File: config.mk
export PLATFORM = sky130hd
export DESIGN_NAME = event_flag_bank
export DESIGN_NICKNAME = d
export VERILOG_FILES = /design/src/logic/evflag_pkg.sv /design/src/logic/event_flag_bank.sv /design/src/logic/w1c_flag_vec.sv /design/src/logic/rise_detect.sv
export SDC_FILE = /design/constraint.sdc
export NUM_CORES = 1
export LEC_CHECK = 0
export ABC_AREA = 1
export BUFFER_PORTS_ARGS = -buffer_cell sky130_fd_sc_hd__clkbuf_2
export CORE_UTILIZATION = 45
export DETAILED_ROUTE_END_ITERATION = 12
export GPL_TIMING_DRIVEN = 0
export MAX_ROUTING_LAYER = met4
export PLACE_DENSITY = 0.79
export SLEW_MARGIN = 20
export SYNTH_ARGS = -nofsm -noshare
export SYNTH_HDL_FRONTEND = slang
export SYNTH_SLANG_ARGS = --single-unit
File: constraint.sdc
create_clock -name clk -period 1.1 [get_ports clk]
set_input_delay 0.22 -clock clk [delete_from_list [all_inputs] [get_ports clk]]
set_output_delay 0.22 -clock clk [all_outputs]
set_load 0.03 [all_outputs]
File: src/logic/evflag_pkg.sv
// Purpose: shared constants of the main-domain event and status flag bank
// Assumes: 16-bit register payload, which sits in bits 23..8 of a transfer frame
// Notes:   register indices are presented by the control bus frame decoder
package evflag_pkg;

   localparam int unsigned REG_W   = 16;
   localparam int unsigned IDX_W   = 3;

   // register indices on the access port
   localparam logic [2:0] IDX_REGULATOR_FAULT = 3'h0;
   localparam logic [2:0] IDX_SUPPLY_WAKE     = 3'h1;
   localparam logic [2:0] IDX_LIVE_STATUS     = 3'h2;
   localparam logic [2:0] IDX_IRQ_INHIBIT     = 3'h3;

   // reset values
   localparam logic [15:0] RST_REGULATOR_FAULT = 16'h0000;
   localparam logic [15:0] RST_SUPPLY_WAKE     = 16'h0000;
   localparam logic [15:0] RST_LIVE_STATUS     = 16'h0000;
   localparam logic [2:0]  RST_IRQ_INHIBIT     = 3'h0;

   // regulator_fault_flags field positions (payload bit = frame bit - 8)
   localparam int unsigned POS_OVERTEMP_LO     = 0;   // frame bits 15..8
   localparam int unsigned POS_OVERCUR_LO      = 8;   // frame bits 21..16
   localparam int unsigned POS_OVERCUR_RSVD    = 14;  // frame bit 22
   localparam int unsigned POS_HV_OVERCUR      = 15;  // frame bit 23
   localparam logic [15:0] RSVD_REGULATOR_FAULT = 16'h4000;

   // supply_wake_event_flags field positions
   localparam int unsigned POS_WAKE_ONE_RISE   = 0;
   localparam int unsigned POS_WAKE_TWO_RISE   = 1;
   localparam int unsigned POS_SUPPLY_UV_LO    = 2;   // uvh, uvl, uv7 at 2..4
   localparam int unsigned POS_PREREG_LO       = 5;   // uvh, uvl, oc at 5..7
   localparam int unsigned POS_PREREG_FB_OV    = 8;
   localparam int unsigned POS_HV_INPUT_UV     = 9;
   localparam int unsigned POS_STANDBY_TIMER   = 10;
   localparam int unsigned POS_BOOST_OV        = 11;
   localparam int unsigned POS_BOOST_UVH       = 12;
   localparam int unsigned POS_BIAS_UVH        = 13;
   localparam int unsigned POS_SELFTEST_FAIL   = 14;
   localparam int unsigned POS_CENTRAL_THERMAL = 15;

   // live_status_and_bus_errors field positions
   localparam int unsigned POS_INVALID_ACCESS  = 0;
   localparam int unsigned POS_CRC_ERROR       = 1;
   localparam int unsigned POS_WAKE_ONE_LIVE   = 2;
   localparam int unsigned POS_WAKE_TWO_LIVE   = 3;
   localparam int unsigned POS_CLOCK_GOOD      = 6;
   localparam int unsigned POS_ON_STATE_LO     = 7;   // frame bits 23..15
   localparam logic [15:0] W1C_LIVE_STATUS     = 16'h0003;

   // irq inhibit register: frame bits 23..21 of the second mask register
   localparam int unsigned POS_INH_BIAS_UVH    = 13;
   localparam int unsigned POS_INH_COMM_ERROR  = 14;
   localparam int unsigned POS_INH_CENTRAL     = 15;

endpackage

File: src/logic/event_flag_bank.sv
// Purpose: main-domain event and status register bank with interrupt request
// Assumes: the control bus frame decoder presents one access per strobe, with a
//          register index and 16-bit payload; event inputs are one-cycle or level
//          pulses synchronous to clk; live status inputs are synchronous levels
// Notes:   read data is registered, one cycle after the read strobe
module event_flag_bank
   import evflag_pkg::*;
(
   input  wire logic              clk,
   input  wire logic              rst_n,
   // register access from the control bus frame decoder
   input  wire logic              acc_wr,
   input  wire logic              acc_rd,
   input  wire logic [IDX_W-1:0]  acc_idx,
   input  wire logic [REG_W-1:0]  acc_wdata,
   output logic      [REG_W-1:0]  acc_rdata,
   output logic                   acc_rvalid,
   // events raised by the detectors
   input  wire logic [7:0]        overtemp_evt,
   input  wire logic [6:0]        overcurrent_evt,
   input  wire logic [2:0]        supply_uv_evt,
   input  wire logic [2:0]        prereg_evt,
   input  wire logic              prereg_feedback_ov_evt,
   input  wire logic              hv_linear_input_uv_evt,
   input  wire logic              standby_timer_evt,
   input  wire logic              boost_overvoltage_evt,
   input  wire logic              boost_uv_high_evt,
   input  wire logic              bias_rail_uvh_evt,
   input  wire logic              thermal_selftest_fail_evt,
   input  wire logic              central_thermal_evt,
   input  wire logic              invalid_access_evt,
   input  wire logic              crc_error_evt,
   // live levels
   input  wire logic              wake_input_one,
   input  wire logic              wake_input_two,
   input  wire logic              ext_clock_watchdog_good,
   input  wire logic [8:0]        regulator_on_state,
   // interrupt request toward the pin driver
   output logic                   irq_req
);

   logic [15:0] fault_set;
   logic [15:0] wake_set;
   logic [1:0]  bus_err_set;
   logic [15:0] fault_flags;
   logic [15:0] wake_flags;
   logic [1:0]  bus_err_flags;
   logic [1:0]  wake_rise;
   logic [15:0] live_status;
   logic        clock_good_ff;
   logic [2:0]  inhibit_ff;
   logic [15:0] rdata_ff;
   logic        rvalid_ff;
   logic [15:0] nxt_rdata;
   logic        unmapped_acc;
   logic        irq_ff;
   logic        nxt_irq;

   function automatic logic idx_hit(input logic [IDX_W-1:0] idx, input logic [2:0] want);
      idx_hit = (idx == want);
   endfunction

   function automatic logic idx_mapped(input logic [IDX_W-1:0] idx);
      idx_mapped = idx_hit(idx, IDX_REGULATOR_FAULT) || idx_hit(idx, IDX_SUPPLY_WAKE)
                || idx_hit(idx, IDX_LIVE_STATUS) || idx_hit(idx, IDX_IRQ_INHIBIT);
   endfunction

   // the port and signal widths below are fixed at sixteen bits
   if (REG_W != 16)
   begin : g_bad_reg_w
      $error("event_flag_bank: register payload must be 16 bits");
   end

   if (IDX_W < 2)
   begin : g_bad_idx_w
      $error("event_flag_bank: index too narrow for four registers");
   end

   if (IDX_IRQ_INHIBIT >= (1 << IDX_W))
   begin : g_bad_idx_range
      $error("event_flag_bank: inhibit index beyond index width");
   end

   if (POS_OVERTEMP_LO + 8 > POS_OVERCUR_LO)
   begin : g_bad_overtemp
      $error("event_flag_bank: overtemperature field overlaps overcurrent field");
   end

   if (POS_OVERCUR_LO + 6 > POS_OVERCUR_RSVD)
   begin : g_bad_overcur
      $error("event_flag_bank: overcurrent field overlaps reserved bit");
   end

   if (POS_HV_OVERCUR >= REG_W)
   begin : g_bad_hv_overcur
      $error("event_flag_bank: high-voltage overcurrent bit beyond register");
   end

   if (RSVD_REGULATOR_FAULT != (16'h0001 << POS_OVERCUR_RSVD))
   begin : g_bad_rsvd_mask
      $error("event_flag_bank: reserved mask does not match reserved position");
   end

   if (POS_WAKE_TWO_RISE != POS_WAKE_ONE_RISE + 1)
   begin : g_bad_wake_rise
      $error("event_flag_bank: wake rise flags must be adjacent");
   end

   if (POS_SUPPLY_UV_LO + 3 > POS_PREREG_LO)
   begin : g_bad_supply_uv
      $error("event_flag_bank: supply field overlaps pre-regulator field");
   end

   if (POS_PREREG_LO + 3 > POS_PREREG_FB_OV)
   begin : g_bad_prereg
      $error("event_flag_bank: pre-regulator field overlaps feedback flag");
   end

   if (POS_CENTRAL_THERMAL >= REG_W)
   begin : g_bad_central
      $error("event_flag_bank: central thermal bit beyond register");
   end

   // the interrupt sum hard-codes bits 12..0 as never inhibited
   if (POS_BIAS_UVH != 13 || POS_SELFTEST_FAIL != 14)
   begin : g_bad_irq_split
      $error("event_flag_bank: interrupt sum assumes bias and self-test at 13 and 14");
   end

   if (POS_INVALID_ACCESS != 0 || POS_CRC_ERROR != 1)
   begin : g_bad_bus_err
      $error("event_flag_bank: bus error flags must sit at bits 0 and 1");
   end

   if (POS_CLOCK_GOOD >= POS_ON_STATE_LO)
   begin : g_bad_clock_good
      $error("event_flag_bank: clock good bit overlaps on-state field");
   end

   if (POS_ON_STATE_LO + 9 > REG_W)
   begin : g_bad_on_state
      $error("event_flag_bank: on-state field beyond register");
   end

   // the inhibit register is taken as one three-bit slice
   if (POS_INH_COMM_ERROR != POS_INH_BIAS_UVH + 1)
   begin : g_bad_inh_comm
      $error("event_flag_bank: inhibit bits must be adjacent");
   end

   if (POS_INH_CENTRAL != POS_INH_BIAS_UVH + 2)
   begin : g_bad_inh_central
      $error("event_flag_bank: inhibit slice must span three bits");
   end

   if (POS_INH_CENTRAL >= REG_W)
   begin : g_bad_inh_top
      $error("event_flag_bank: inhibit slice beyond register");
   end

   // event mapping into the regulator fault flags
   always_comb
   begin
      fault_set = '0;
      fault_set[POS_OVERTEMP_LO +: 8] = overtemp_evt;
      fault_set[POS_OVERCUR_LO +: 6]  = overcurrent_evt[5:0];
      fault_set[POS_HV_OVERCUR]       = overcurrent_evt[6];
   end

   rise_detect #(
      .N (2)
   ) u_wake_rise (
      .clk   (clk),
      .rst_n (rst_n),
      .level ({wake_input_two, wake_input_one}),
      .rise  (wake_rise)
   );

   always_comb
   begin
      wake_set = '0;
      wake_set[POS_WAKE_ONE_RISE]   = wake_rise[0];
      wake_set[POS_WAKE_TWO_RISE]   = wake_rise[1];
      wake_set[POS_SUPPLY_UV_LO +: 3] = supply_uv_evt;
      wake_set[POS_PREREG_LO +: 3]  = prereg_evt;
      wake_set[POS_PREREG_FB_OV]    = prereg_feedback_ov_evt;
      wake_set[POS_HV_INPUT_UV]     = hv_linear_input_uv_evt;
      wake_set[POS_STANDBY_TIMER]   = standby_timer_evt;
      wake_set[POS_BOOST_OV]        = boost_overvoltage_evt;
      wake_set[POS_BOOST_UVH]       = boost_uv_high_evt;
      wake_set[POS_BIAS_UVH]        = bias_rail_uvh_evt;
      wake_set[POS_SELFTEST_FAIL]   = thermal_selftest_fail_evt;
      wake_set[POS_CENTRAL_THERMAL] = central_thermal_evt;
   end

   // an access to an index with no register counts as an invalid access too
   assign unmapped_acc = (acc_wr || acc_rd) && !idx_mapped(acc_idx);
   assign bus_err_set  = {crc_error_evt, invalid_access_evt || unmapped_acc};

   w1c_flag_vec #(
      .WIDTH (16),
      .RSVD  (RSVD_REGULATOR_FAULT),
      .RST   (RST_REGULATOR_FAULT)
   ) u_fault_flags (
      .clk      (clk),
      .rst_n    (rst_n),
      .set_evt  (fault_set),
      .clr_en   (acc_wr && idx_hit(acc_idx, IDX_REGULATOR_FAULT)),
      .clr_data (acc_wdata),
      .flags    (fault_flags)
   );

   w1c_flag_vec #(
      .WIDTH (16),
      .RSVD  (16'h0000),
      .RST   (RST_SUPPLY_WAKE)
   ) u_wake_flags (
      .clk      (clk),
      .rst_n    (rst_n),
      .set_evt  (wake_set),
      .clr_en   (acc_wr && idx_hit(acc_idx, IDX_SUPPLY_WAKE)),
      .clr_data (acc_wdata),
      .flags    (wake_flags)
   );

   // only the two bus error positions of the third register can be cleared
   w1c_flag_vec #(
      .WIDTH (2),
      .RSVD  (16'h0000),
      .RST   (RST_LIVE_STATUS)
   ) u_bus_err_flags (
      .clk      (clk),
      .rst_n    (rst_n),
      .set_evt  (bus_err_set),
      .clr_en   (acc_wr && idx_hit(acc_idx, IDX_LIVE_STATUS)),
      .clr_data (acc_wdata[1:0] & W1C_LIVE_STATUS[1:0]),
      .flags    (bus_err_flags)
   );

   // watchdog status is a register so it reads zero right after reset
   always_ff @(posedge clk)
   begin
      if (!rst_n)
      begin
         clock_good_ff <= 1'b0;
      end
      else
      begin
         clock_good_ff <= ext_clock_watchdog_good;
      end
   end

   always_comb
   begin
      live_status = '0;
      live_status[POS_INVALID_ACCESS] = bus_err_flags[0];
      live_status[POS_CRC_ERROR]      = bus_err_flags[1];
      live_status[POS_WAKE_ONE_LIVE]  = wake_input_one;
      live_status[POS_WAKE_TWO_LIVE]  = wake_input_two;
      live_status[POS_CLOCK_GOOD]     = clock_good_ff;
      live_status[POS_ON_STATE_LO +: 9] = regulator_on_state;
   end

   // interrupt inhibit bits for bias rail, communication error, central thermal
   always_ff @(posedge clk)
   begin
      if (!rst_n)
      begin
         inhibit_ff <= RST_IRQ_INHIBIT;
      end
      else if (acc_wr && idx_hit(acc_idx, IDX_IRQ_INHIBIT))
      begin
         inhibit_ff <= acc_wdata[POS_INH_CENTRAL -: 3];
      end
   end

   always_comb
   begin
      case (acc_idx)
         IDX_REGULATOR_FAULT: nxt_rdata = fault_flags;
         IDX_SUPPLY_WAKE:     nxt_rdata = wake_flags;
         IDX_LIVE_STATUS:     nxt_rdata = live_status;
         IDX_IRQ_INHIBIT:     nxt_rdata = {inhibit_ff, 13'h0000};
         default:             nxt_rdata = '0;
      endcase
   end

   always_ff @(posedge clk)
   begin
      if (!rst_n)
      begin
         rdata_ff  <= '0;
         rvalid_ff <= 1'b0;
      end
      else
      begin
         rvalid_ff <= acc_rd;
         if (acc_rd)
         begin
            rdata_ff <= nxt_rdata;
         end
      end
   end

   assign acc_rdata  = rdata_ff;
   assign acc_rvalid = rvalid_ff;

   // flags without an inhibit bit in this bank always reach the request
   always_comb
   begin
      nxt_irq = |fault_flags;
      nxt_irq = nxt_irq | (|wake_flags[12:0]) | wake_flags[POS_SELFTEST_FAIL];
      nxt_irq = nxt_irq | (wake_flags[POS_BIAS_UVH] && !inhibit_ff[0]);
      nxt_irq = nxt_irq | ((|bus_err_flags) && !inhibit_ff[1]);
      nxt_irq = nxt_irq | (wake_flags[POS_CENTRAL_THERMAL] && !inhibit_ff[2]);
   end

   always_ff @(posedge clk)
   begin
      if (!rst_n)
      begin
         irq_ff <= 1'b0;
      end
      else
      begin
         irq_ff <= nxt_irq;
      end
   end

   assign irq_req = irq_ff;

endmodule

File: src/logic/w1c_flag_vec.sv
// Purpose: vector of sticky event flags, cleared by writing one
// Assumes: set pulses and clear strobe are synchronous to clk
// Notes:   reserved positions never store anything and read zero
module w1c_flag_vec #(
   parameter int unsigned  WIDTH = 16,
   parameter logic [15:0]  RSVD  = 16'h0000,
   parameter logic [15:0]  RST   = 16'h0000
) (
   input  wire logic             clk,
   input  wire logic             rst_n,
   input  wire logic [WIDTH-1:0] set_evt,
   input  wire logic             clr_en,
   input  wire logic [WIDTH-1:0] clr_data,
   output logic      [WIDTH-1:0] flags
);

   logic [WIDTH-1:0] flag_ff;
   logic [WIDTH-1:0] nxt_flag;

   if (WIDTH == 0 || WIDTH > 16)
   begin : g_bad_width
      $error("w1c_flag_vec: WIDTH must be 1..16");
   end

   // a new event in the clearing cycle keeps the flag set
   always_comb
   begin
      nxt_flag = flag_ff;
      if (clr_en)
      begin
         nxt_flag = flag_ff & ~clr_data;
      end
      nxt_flag = (nxt_flag | set_evt) & ~RSVD[WIDTH-1:0];
   end

   always_ff @(posedge clk)
   begin
      if (!rst_n)
      begin
         flag_ff <= RST[WIDTH-1:0];
      end
      else
      begin
         flag_ff <= nxt_flag;
      end
   end

   assign flags = flag_ff;

endmodule

File: src/logic/rise_detect.sv
// Purpose: low-to-high transition detector for a group of input levels
// Assumes: inputs already synchronous to clk
// Notes:   the first cycle after reset only samples, so a level that is
//          already high at reset release does not count as a transition
module rise_detect #(
   parameter int unsigned N = 2
) (
   input  wire logic         clk,
   input  wire logic         rst_n,
   input  wire logic [N-1:0] level,
   output logic      [N-1:0] rise
);

   logic [N-1:0] prev_ff;
   logic         armed_ff;

   if (N == 0)
   begin : g_bad_n
      $error("rise_detect: N must be at least 1");
   end

   always_ff @(posedge clk)
   begin
      if (!rst_n)
      begin
         prev_ff  <= '0;
         armed_ff <= 1'b0;
      end
      else
      begin
         prev_ff  <= level;
         armed_ff <= 1'b1;
      end
   end

   assign rise = armed_ff ? (level & ~prev_ff) : '0;

endmodule

== After elaboration in Yosys (flattened, before gate mapping) ==
Index checks and enable logic that the tools add are counted.

* Flip-flop bits (word level): 59
* Input port bits: 66
* Output and inout port bits: 18
* Word-level logic and storage cells: 56

* Equality and inequality tests: 3
* Muxes and demuxes: 6
* Bitwise logic cells: 15
* Reduce and logical (&&, ||, !) cells: 21

{| class="wikitable"
|+ Operators with widths
! operator !! number
|-
| $pmux W16 S4 || 1
|-
| $and A16 B16 Y16 || 2
|-
| $mux W16 || 2
|-
| $or A16 B16 Y16 || 2
|-
| $not A16 Y16 || 1
|-
| $reduce_or A16 Y1 || 1
|-
| $reduce_or A13 Y1 || 1
|-
| $logic_and A1 B1 Y1 || 8
|-
| $eq A3 B2 Y1 const B || 2
|-
| $logic_or A1 B1 Y1 || 5
|-
| $or A1 B1 Y1 || 5
|-
| $and A2 B2 Y2 || 2
|-
| $logic_not A1 Y1 || 4
|-
| $mux W2 || 2
|-
| $not A2 Y2 || 2
|-
| $eq A3 B1 Y1 const B || 1
|-
| $logic_not A3 Y1 || 1
|-
| $or A2 B2 Y2 || 1
|-
| $reduce_or A2 Y1 || 1
|-
| $mux W1 || 1
|}

== Longest topological paths before layout ==
* Word-level depth: 8
* Gate-level depth with buffers: 8
* Mapped depth without buffers: 7

== By module ==
A second synthesis with hierarchy kept.

* Cells, all modules: 397
* Area, all modules: 2886.5 um^2

{| class="wikitable"
|+ Modules (own cells, without submodules)
! module !! times used !! cells each !! area each (um^2) !! seq. area each (um^2)
|-
| event_flag_bank || 1 || 211 || 1411.4 || 440.4
|-
| w1c_flag_vec at u_wake_flags || 1 || 84 || 720.7 || 320.3
|-
| w1c_flag_vec at u_fault_flags || 1 || 80 || 583.1 || 300.3
|-
| rise_detect || 1 || 11 || 95.1 || 60.1
|-
| w1c_flag_vec at u_bus_err_flags || 1 || 11 || 76.3 || 40.0
|}

== Least setup slack after synthesis ==
Ideal clock, no wire load.

* Kind: input to register
* From: input acc_idx[1]
* To: register u_wake_flags.flag_ff[3] (netlist: u_wake_flags.flags[3])
* Setup time: 134 ps
* Arrival time: 970 ps
* Required time: 966 ps
* Setup slack: -4 ps
* Cell stages on the path: 7
* Buffers on the path: 1
* Path through: buf_6 -> nor2_8 -> nand2_2 -> nor2_8 -> inv_2 -> o21ai_0 -> a21oi_1

* Cells in the longest elaborated chain, start to end: 4

{| class="wikitable"
|+ Ends and longest elaborated chain
! what !! line !! RTL
|-
| from (decl) || event_flag_bank.sv:14 || <nowiki>input wire logic [IDX_W-1:0] acc_idx,</nowiki>
|-
| $eq A3 B1 Y1 || event_flag_bank.sv:60 || <nowiki>idx_hit = (idx == want);</nowiki>
|-
| $logic_and A1 B1 Y1 || event_flag_bank.sv:221 || <nowiki>.clr_en (acc_wr && idx_hit(acc_idx, IDX_SUPPLY_WAKE)),</nowiki>
|-
| $mux W16 || w1c_flag_vec.sv:29 || <nowiki>if (clr_en)</nowiki>
|-
| $or A16 B16 Y16 || w1c_flag_vec.sv:33 || <nowiki>nxt_flag = (nxt_flag | set_evt) & ~RSVD[WIDTH-1:0];</nowiki>
|-
| to (signal assigned) || w1c_flag_vec.sv:40 || <nowiki>flag_ff <= RST[WIDTH-1:0];</nowiki>
|-
| to (signal assigned) || w1c_flag_vec.sv:44 || <nowiki>flag_ff <= nxt_flag;</nowiki>
|-
| to (decl) || w1c_flag_vec.sv:17 || <nowiki>logic [WIDTH-1:0] flag_ff;</nowiki>
|}

No other way between the ends.
A chain may end at the register's enable or synchronous reset.

== Worst setup path in the final report ==
* From: register rdata_ff[0] (netlist: acc_rdata[0])
* To: output acc_rdata[0]

{| class="wikitable"
|+ RTL lines
! what !! line !! RTL
|-
| from (decl) || event_flag_bank.sv:52 || <nowiki>logic [15:0] rdata_ff;</nowiki>
|-
| from (signal assigned) || event_flag_bank.sv:300 || <nowiki>rdata_ff <= nxt_rdata;</nowiki>
|-
| to (decl) || event_flag_bank.sv:16 || <nowiki>output logic [REG_W-1:0] acc_rdata,</nowiki>
|}

No word-level cell between the ends.

==> metrics.md <==
| Metric | Value |
|---|---|
| Largest family of logic cells by synthesized area | `simple AND/OR/NAND/NOR gates` |
| Die X | `79.2 microns` |
| DR vias | `2,758` |
| WP data arrival | `0.85 ns` |
| Inserted Diodes | `0` |
| Worst vdd rail ir drop | `832 uV` |
| Root Buffer | `clkbuf_8` |
| Largest net degree at the start of global routing | `11` |
| Synthesis-to-layout area growth | `28.1%` |
| Ys async rst share | `0%` |
| Clk pin slew, worst setup/hold paths | `0.06 ns` |
| Xor/xnor cell area share of the yosys netlist | `0%` |
| Synth unique cells | `26` |
| Top post-synthesis cells by count | `dfxtp_1 (58), nand2_1 (58), inv_1 (56)` |
| # port buffers | `81` |
| Largest cells by area after synthesis | `dfxtp_1 (43%), nand3_1 (8.2%), nand2_1 (8.1%)` |
| Site row count | `27` |
| Final slew viol count | `0` |
| Synthesis Warnings | `0` |
| Worst EP required | `0.88 ns` |
| Hold path cells | `3` |
| Crit end category | `primary output` |
| Ratio of final minimum period to clock period | `97.3%` |
| Die area | `6280 sq um` |
| Final Hold Fails | `0` |
| R2r endpoint | `irq_req$_SDFF_PN0_` |
| CTS tree | `built` |
| Power Dens Cells | `1400 nW/um^2` |
| Critical path startpoint category | `flip-flop` |
| Core area | `5640 sq um` |
| Worst path max stage delay | `0.33 ns` |
| Critical path fanouts, max | `2` |
| Max frequency | `935 MHz` |
| First-pass DRT Iterations | `5` |
| Synth Area in Compound Gates | `17.5%` |
| Buf/Inv on CP | `1` |
| GRT Residual Overflow | `0` |
| Met2 Use GR | `41.2%` |
| Clk_lat worst skew | `0.34 ns` |
| Clock Sinks | `58` |
| Share of layout cells above drive strength 1 | `29.0%` |
| Total Power | `4.81 mW` |
| GRT Total Usage | `25.8%` |
| Slowest cell on the critical path | `dfxtp_1` |
| Clock skew | `0.00644 ns` |
| Seq/Total Area, Yosys | `43.2%` |
| Synth area leader | `dfxtp_1` |
| Period minus WS final | `1.07 ns` |
| Residual DRC | `0` |
| Util after Layout | `61.0%` |
| Antenna-violating nets left | `0` |
| Max Cap Viol | `0` |
| Mux cell area share after synthesis | `0%` |
| FILL cells | `544` |
| Status | `complete, no violations` |
| Initial antenna violation count | `0` |
| Final setup margin | `0.0301 ns` |
| IO Count | `84` |
| Synth Area in Simple Gates | `25.7%` |
| WL final | `7500 microns` |
| Hpwl dp | `5590 microns` |
| Final setup violation count | `0` |
| Longest Clk Path Bufs | `2` |
| Slew margin rel. | `63.7%` |
| DIE HEIGHT | `79.2 microns` |
| Syn_nets | `439` |
| Pre-CTS setup slack | `-0.525 ns` |
| CTS buffer count | `9` |
| P_leak | `1.70 nW` |
| R2r startpoint | `u_wake_flags.flags[11]$_SDFF_PN0_` |
| Busiest grt layer | `met2` |
| CP Class | `flip-flop to primary output` |
| R2r setup slk | `0.06 ns` |
| Worst min-delay path startpoint | `ext_clock_watchdog_good` |
| Via/cell ratio | `5.07` |
| Share of the synthesized area in the top cell type | `43.2%` |
| Worst-path cell chain | `clkbuf_4` |
| Worst-case reg-to-reg path depth | `6` |
| Nets@finish | `533` |
| GP Congestion | `0.905` |
| Worst-Margin Slew | `0.545 ns` |
| Setup TNS Final | `0 ns` |
| Iteration-0 DRC Markers | `274` |
| Post-Place Cells | `526` |
| Worst min path class | `input pin to flip-flop` |
| Post-synthesis adder-cell area fraction | `0%` |
| FF+latch area | `1160 sq um` |
| Multi-input gate area | `1170 sq um` |
| Synth Instances | `373` |
| First-pass GRT wire length | `11,600 microns` |
| Number of synthesized flops with an enable pin | `0` |
| Met3 Track Usage GR | `6.44%` |
| Met1 usage in global routing | `31.3%` |
| Crit. path cell count | `1` |
| H-tree Lvls | `3` |
| Mean Syn Cell Area | `7.20 sq um` |
| Top_reg_cell synth | `dfxtp_1` |
| CP top delay family | `flip-flops` |
| RSZ-0062 raised after global routing | `no` |
| Initial core utilization | `47.6%` |
| Synth Register Bits | `58` |
| Non-Filler Instances | `544` |
| Number of global-route vias before repair | `2,514` |
| Wire per inst | `13.8 microns` |
| Synthesized cell area | `2690 sq um` |
| Worst Hold End | `clock_good_ff$_SDFF_PN0_` |
-- kinds of logic after synthesis --
kind of cell,count (synthesis)
buffers and inverters,78
flip-flops,58
AO/OA/AOI/OAI,86
AND/OR/NAND/NOR,151
-- registers in the layout, indices dropped and copies added (netlist names) --
signal	cells
acc_rdata	16
irq_req	1
u_bus_err_flags.flags	2
u_fault_flags.flags	15
clock_good_ff	1
acc_rvalid	1
u_wake_rise.prev_ff	2
u_wake_flags.flags	16
inhibit_ff	3
u_wake_rise.armed_ff	1
-- area by class of cell --
class | count | share of cell area [%]
multi-input combinational | 237 | 33.9
clock buffer | 15 | 5.13
timing repair buffer | 83 | 13.6
inverter | 60 | 6.55
clock inverter | 1 | 0.218
buffer | 18 | 4.11
tap | 72 | 2.62
sequential | 58 | 33.9
-- where the power goes --
part           leakage, nW  switching, mW  internal [mW]
registers            0.482         0.0809           2.23
logic                 1.13          0.408          0.280
clock network       0.0900          0.807           1.01
total                 1.70           1.30           3.51
-- timing repair --
item                                   4_1_cts  5_1_grt
pin swaps                                    0        4
hold buffers                                 1        0
setup endpoints to repair                   34       17
buffers inserted                             0        1
resized for setup                           16       26
endpoints found under the hold margin        1        0
-- per-layer routing --
metal	part of all wire [%]	up-vias
met3	7.4	16
met4	1.4	0
met1	44	1228
met5	0	-
li1	-	1391
met2	47	123
-- layout by cell type (no fill, tap or decap), types with 2 or more instances in the layout --
cell type	n
clkbuf_2	64
nand2_1	58
inv_1	55
dfxtp_1	55
nand3_1	44
a21oi_1	42
nor2_1	33
o21ai_0	22
buf_4	17
clkbuf_8	12
o21ai_1	11
buf_2	9
a21oi_2	9
nand4_1	6
buf_6	5
inv_2	4
clkbuf_1	4
nand2_2	3
dfxtp_2	3
nor2_8	2
nor2_2	2
buf_8	2
clkbuf_4	2
-- worst max-delay path by stage --
| stage | startpoint | endpoint | slack (ns) |
|---|---|---|---|
| floorplan | rst_n | acc_rdata[13]$_SDFFE_PN0P_ | 0.01 |
| global placement | rst_n | u_wake_flags.flags[15]$_SDFF_PN0_ | -0.49 |
| detailed placement | rst_n | u_wake_flags.flags[2]$_SDFF_PN0_ | -0.52 |
| CTS | acc_rdata[5]$_SDFFE_PN0P_ | acc_rdata[5] | 0.002 |
| global route | acc_rdata[5]$_SDFFE_PN0P_ | acc_rdata[5] | 0.002 |
| finish | acc_rdata[0]$_SDFFE_PN0P_ | acc_rdata[0] | 0.03 |
-- per-stage QoR --
stage               instance area [sq um]  hold slack, ns
floorplan                            2690           0.248
global placement                     3190           0.340
detailed placement                   3190           0.337
CTS                                  3420          0.0543
global route                         3440          0.0784
finish                               3440          0.0636
Note: power is estimated with default switching activity, not from simulation.
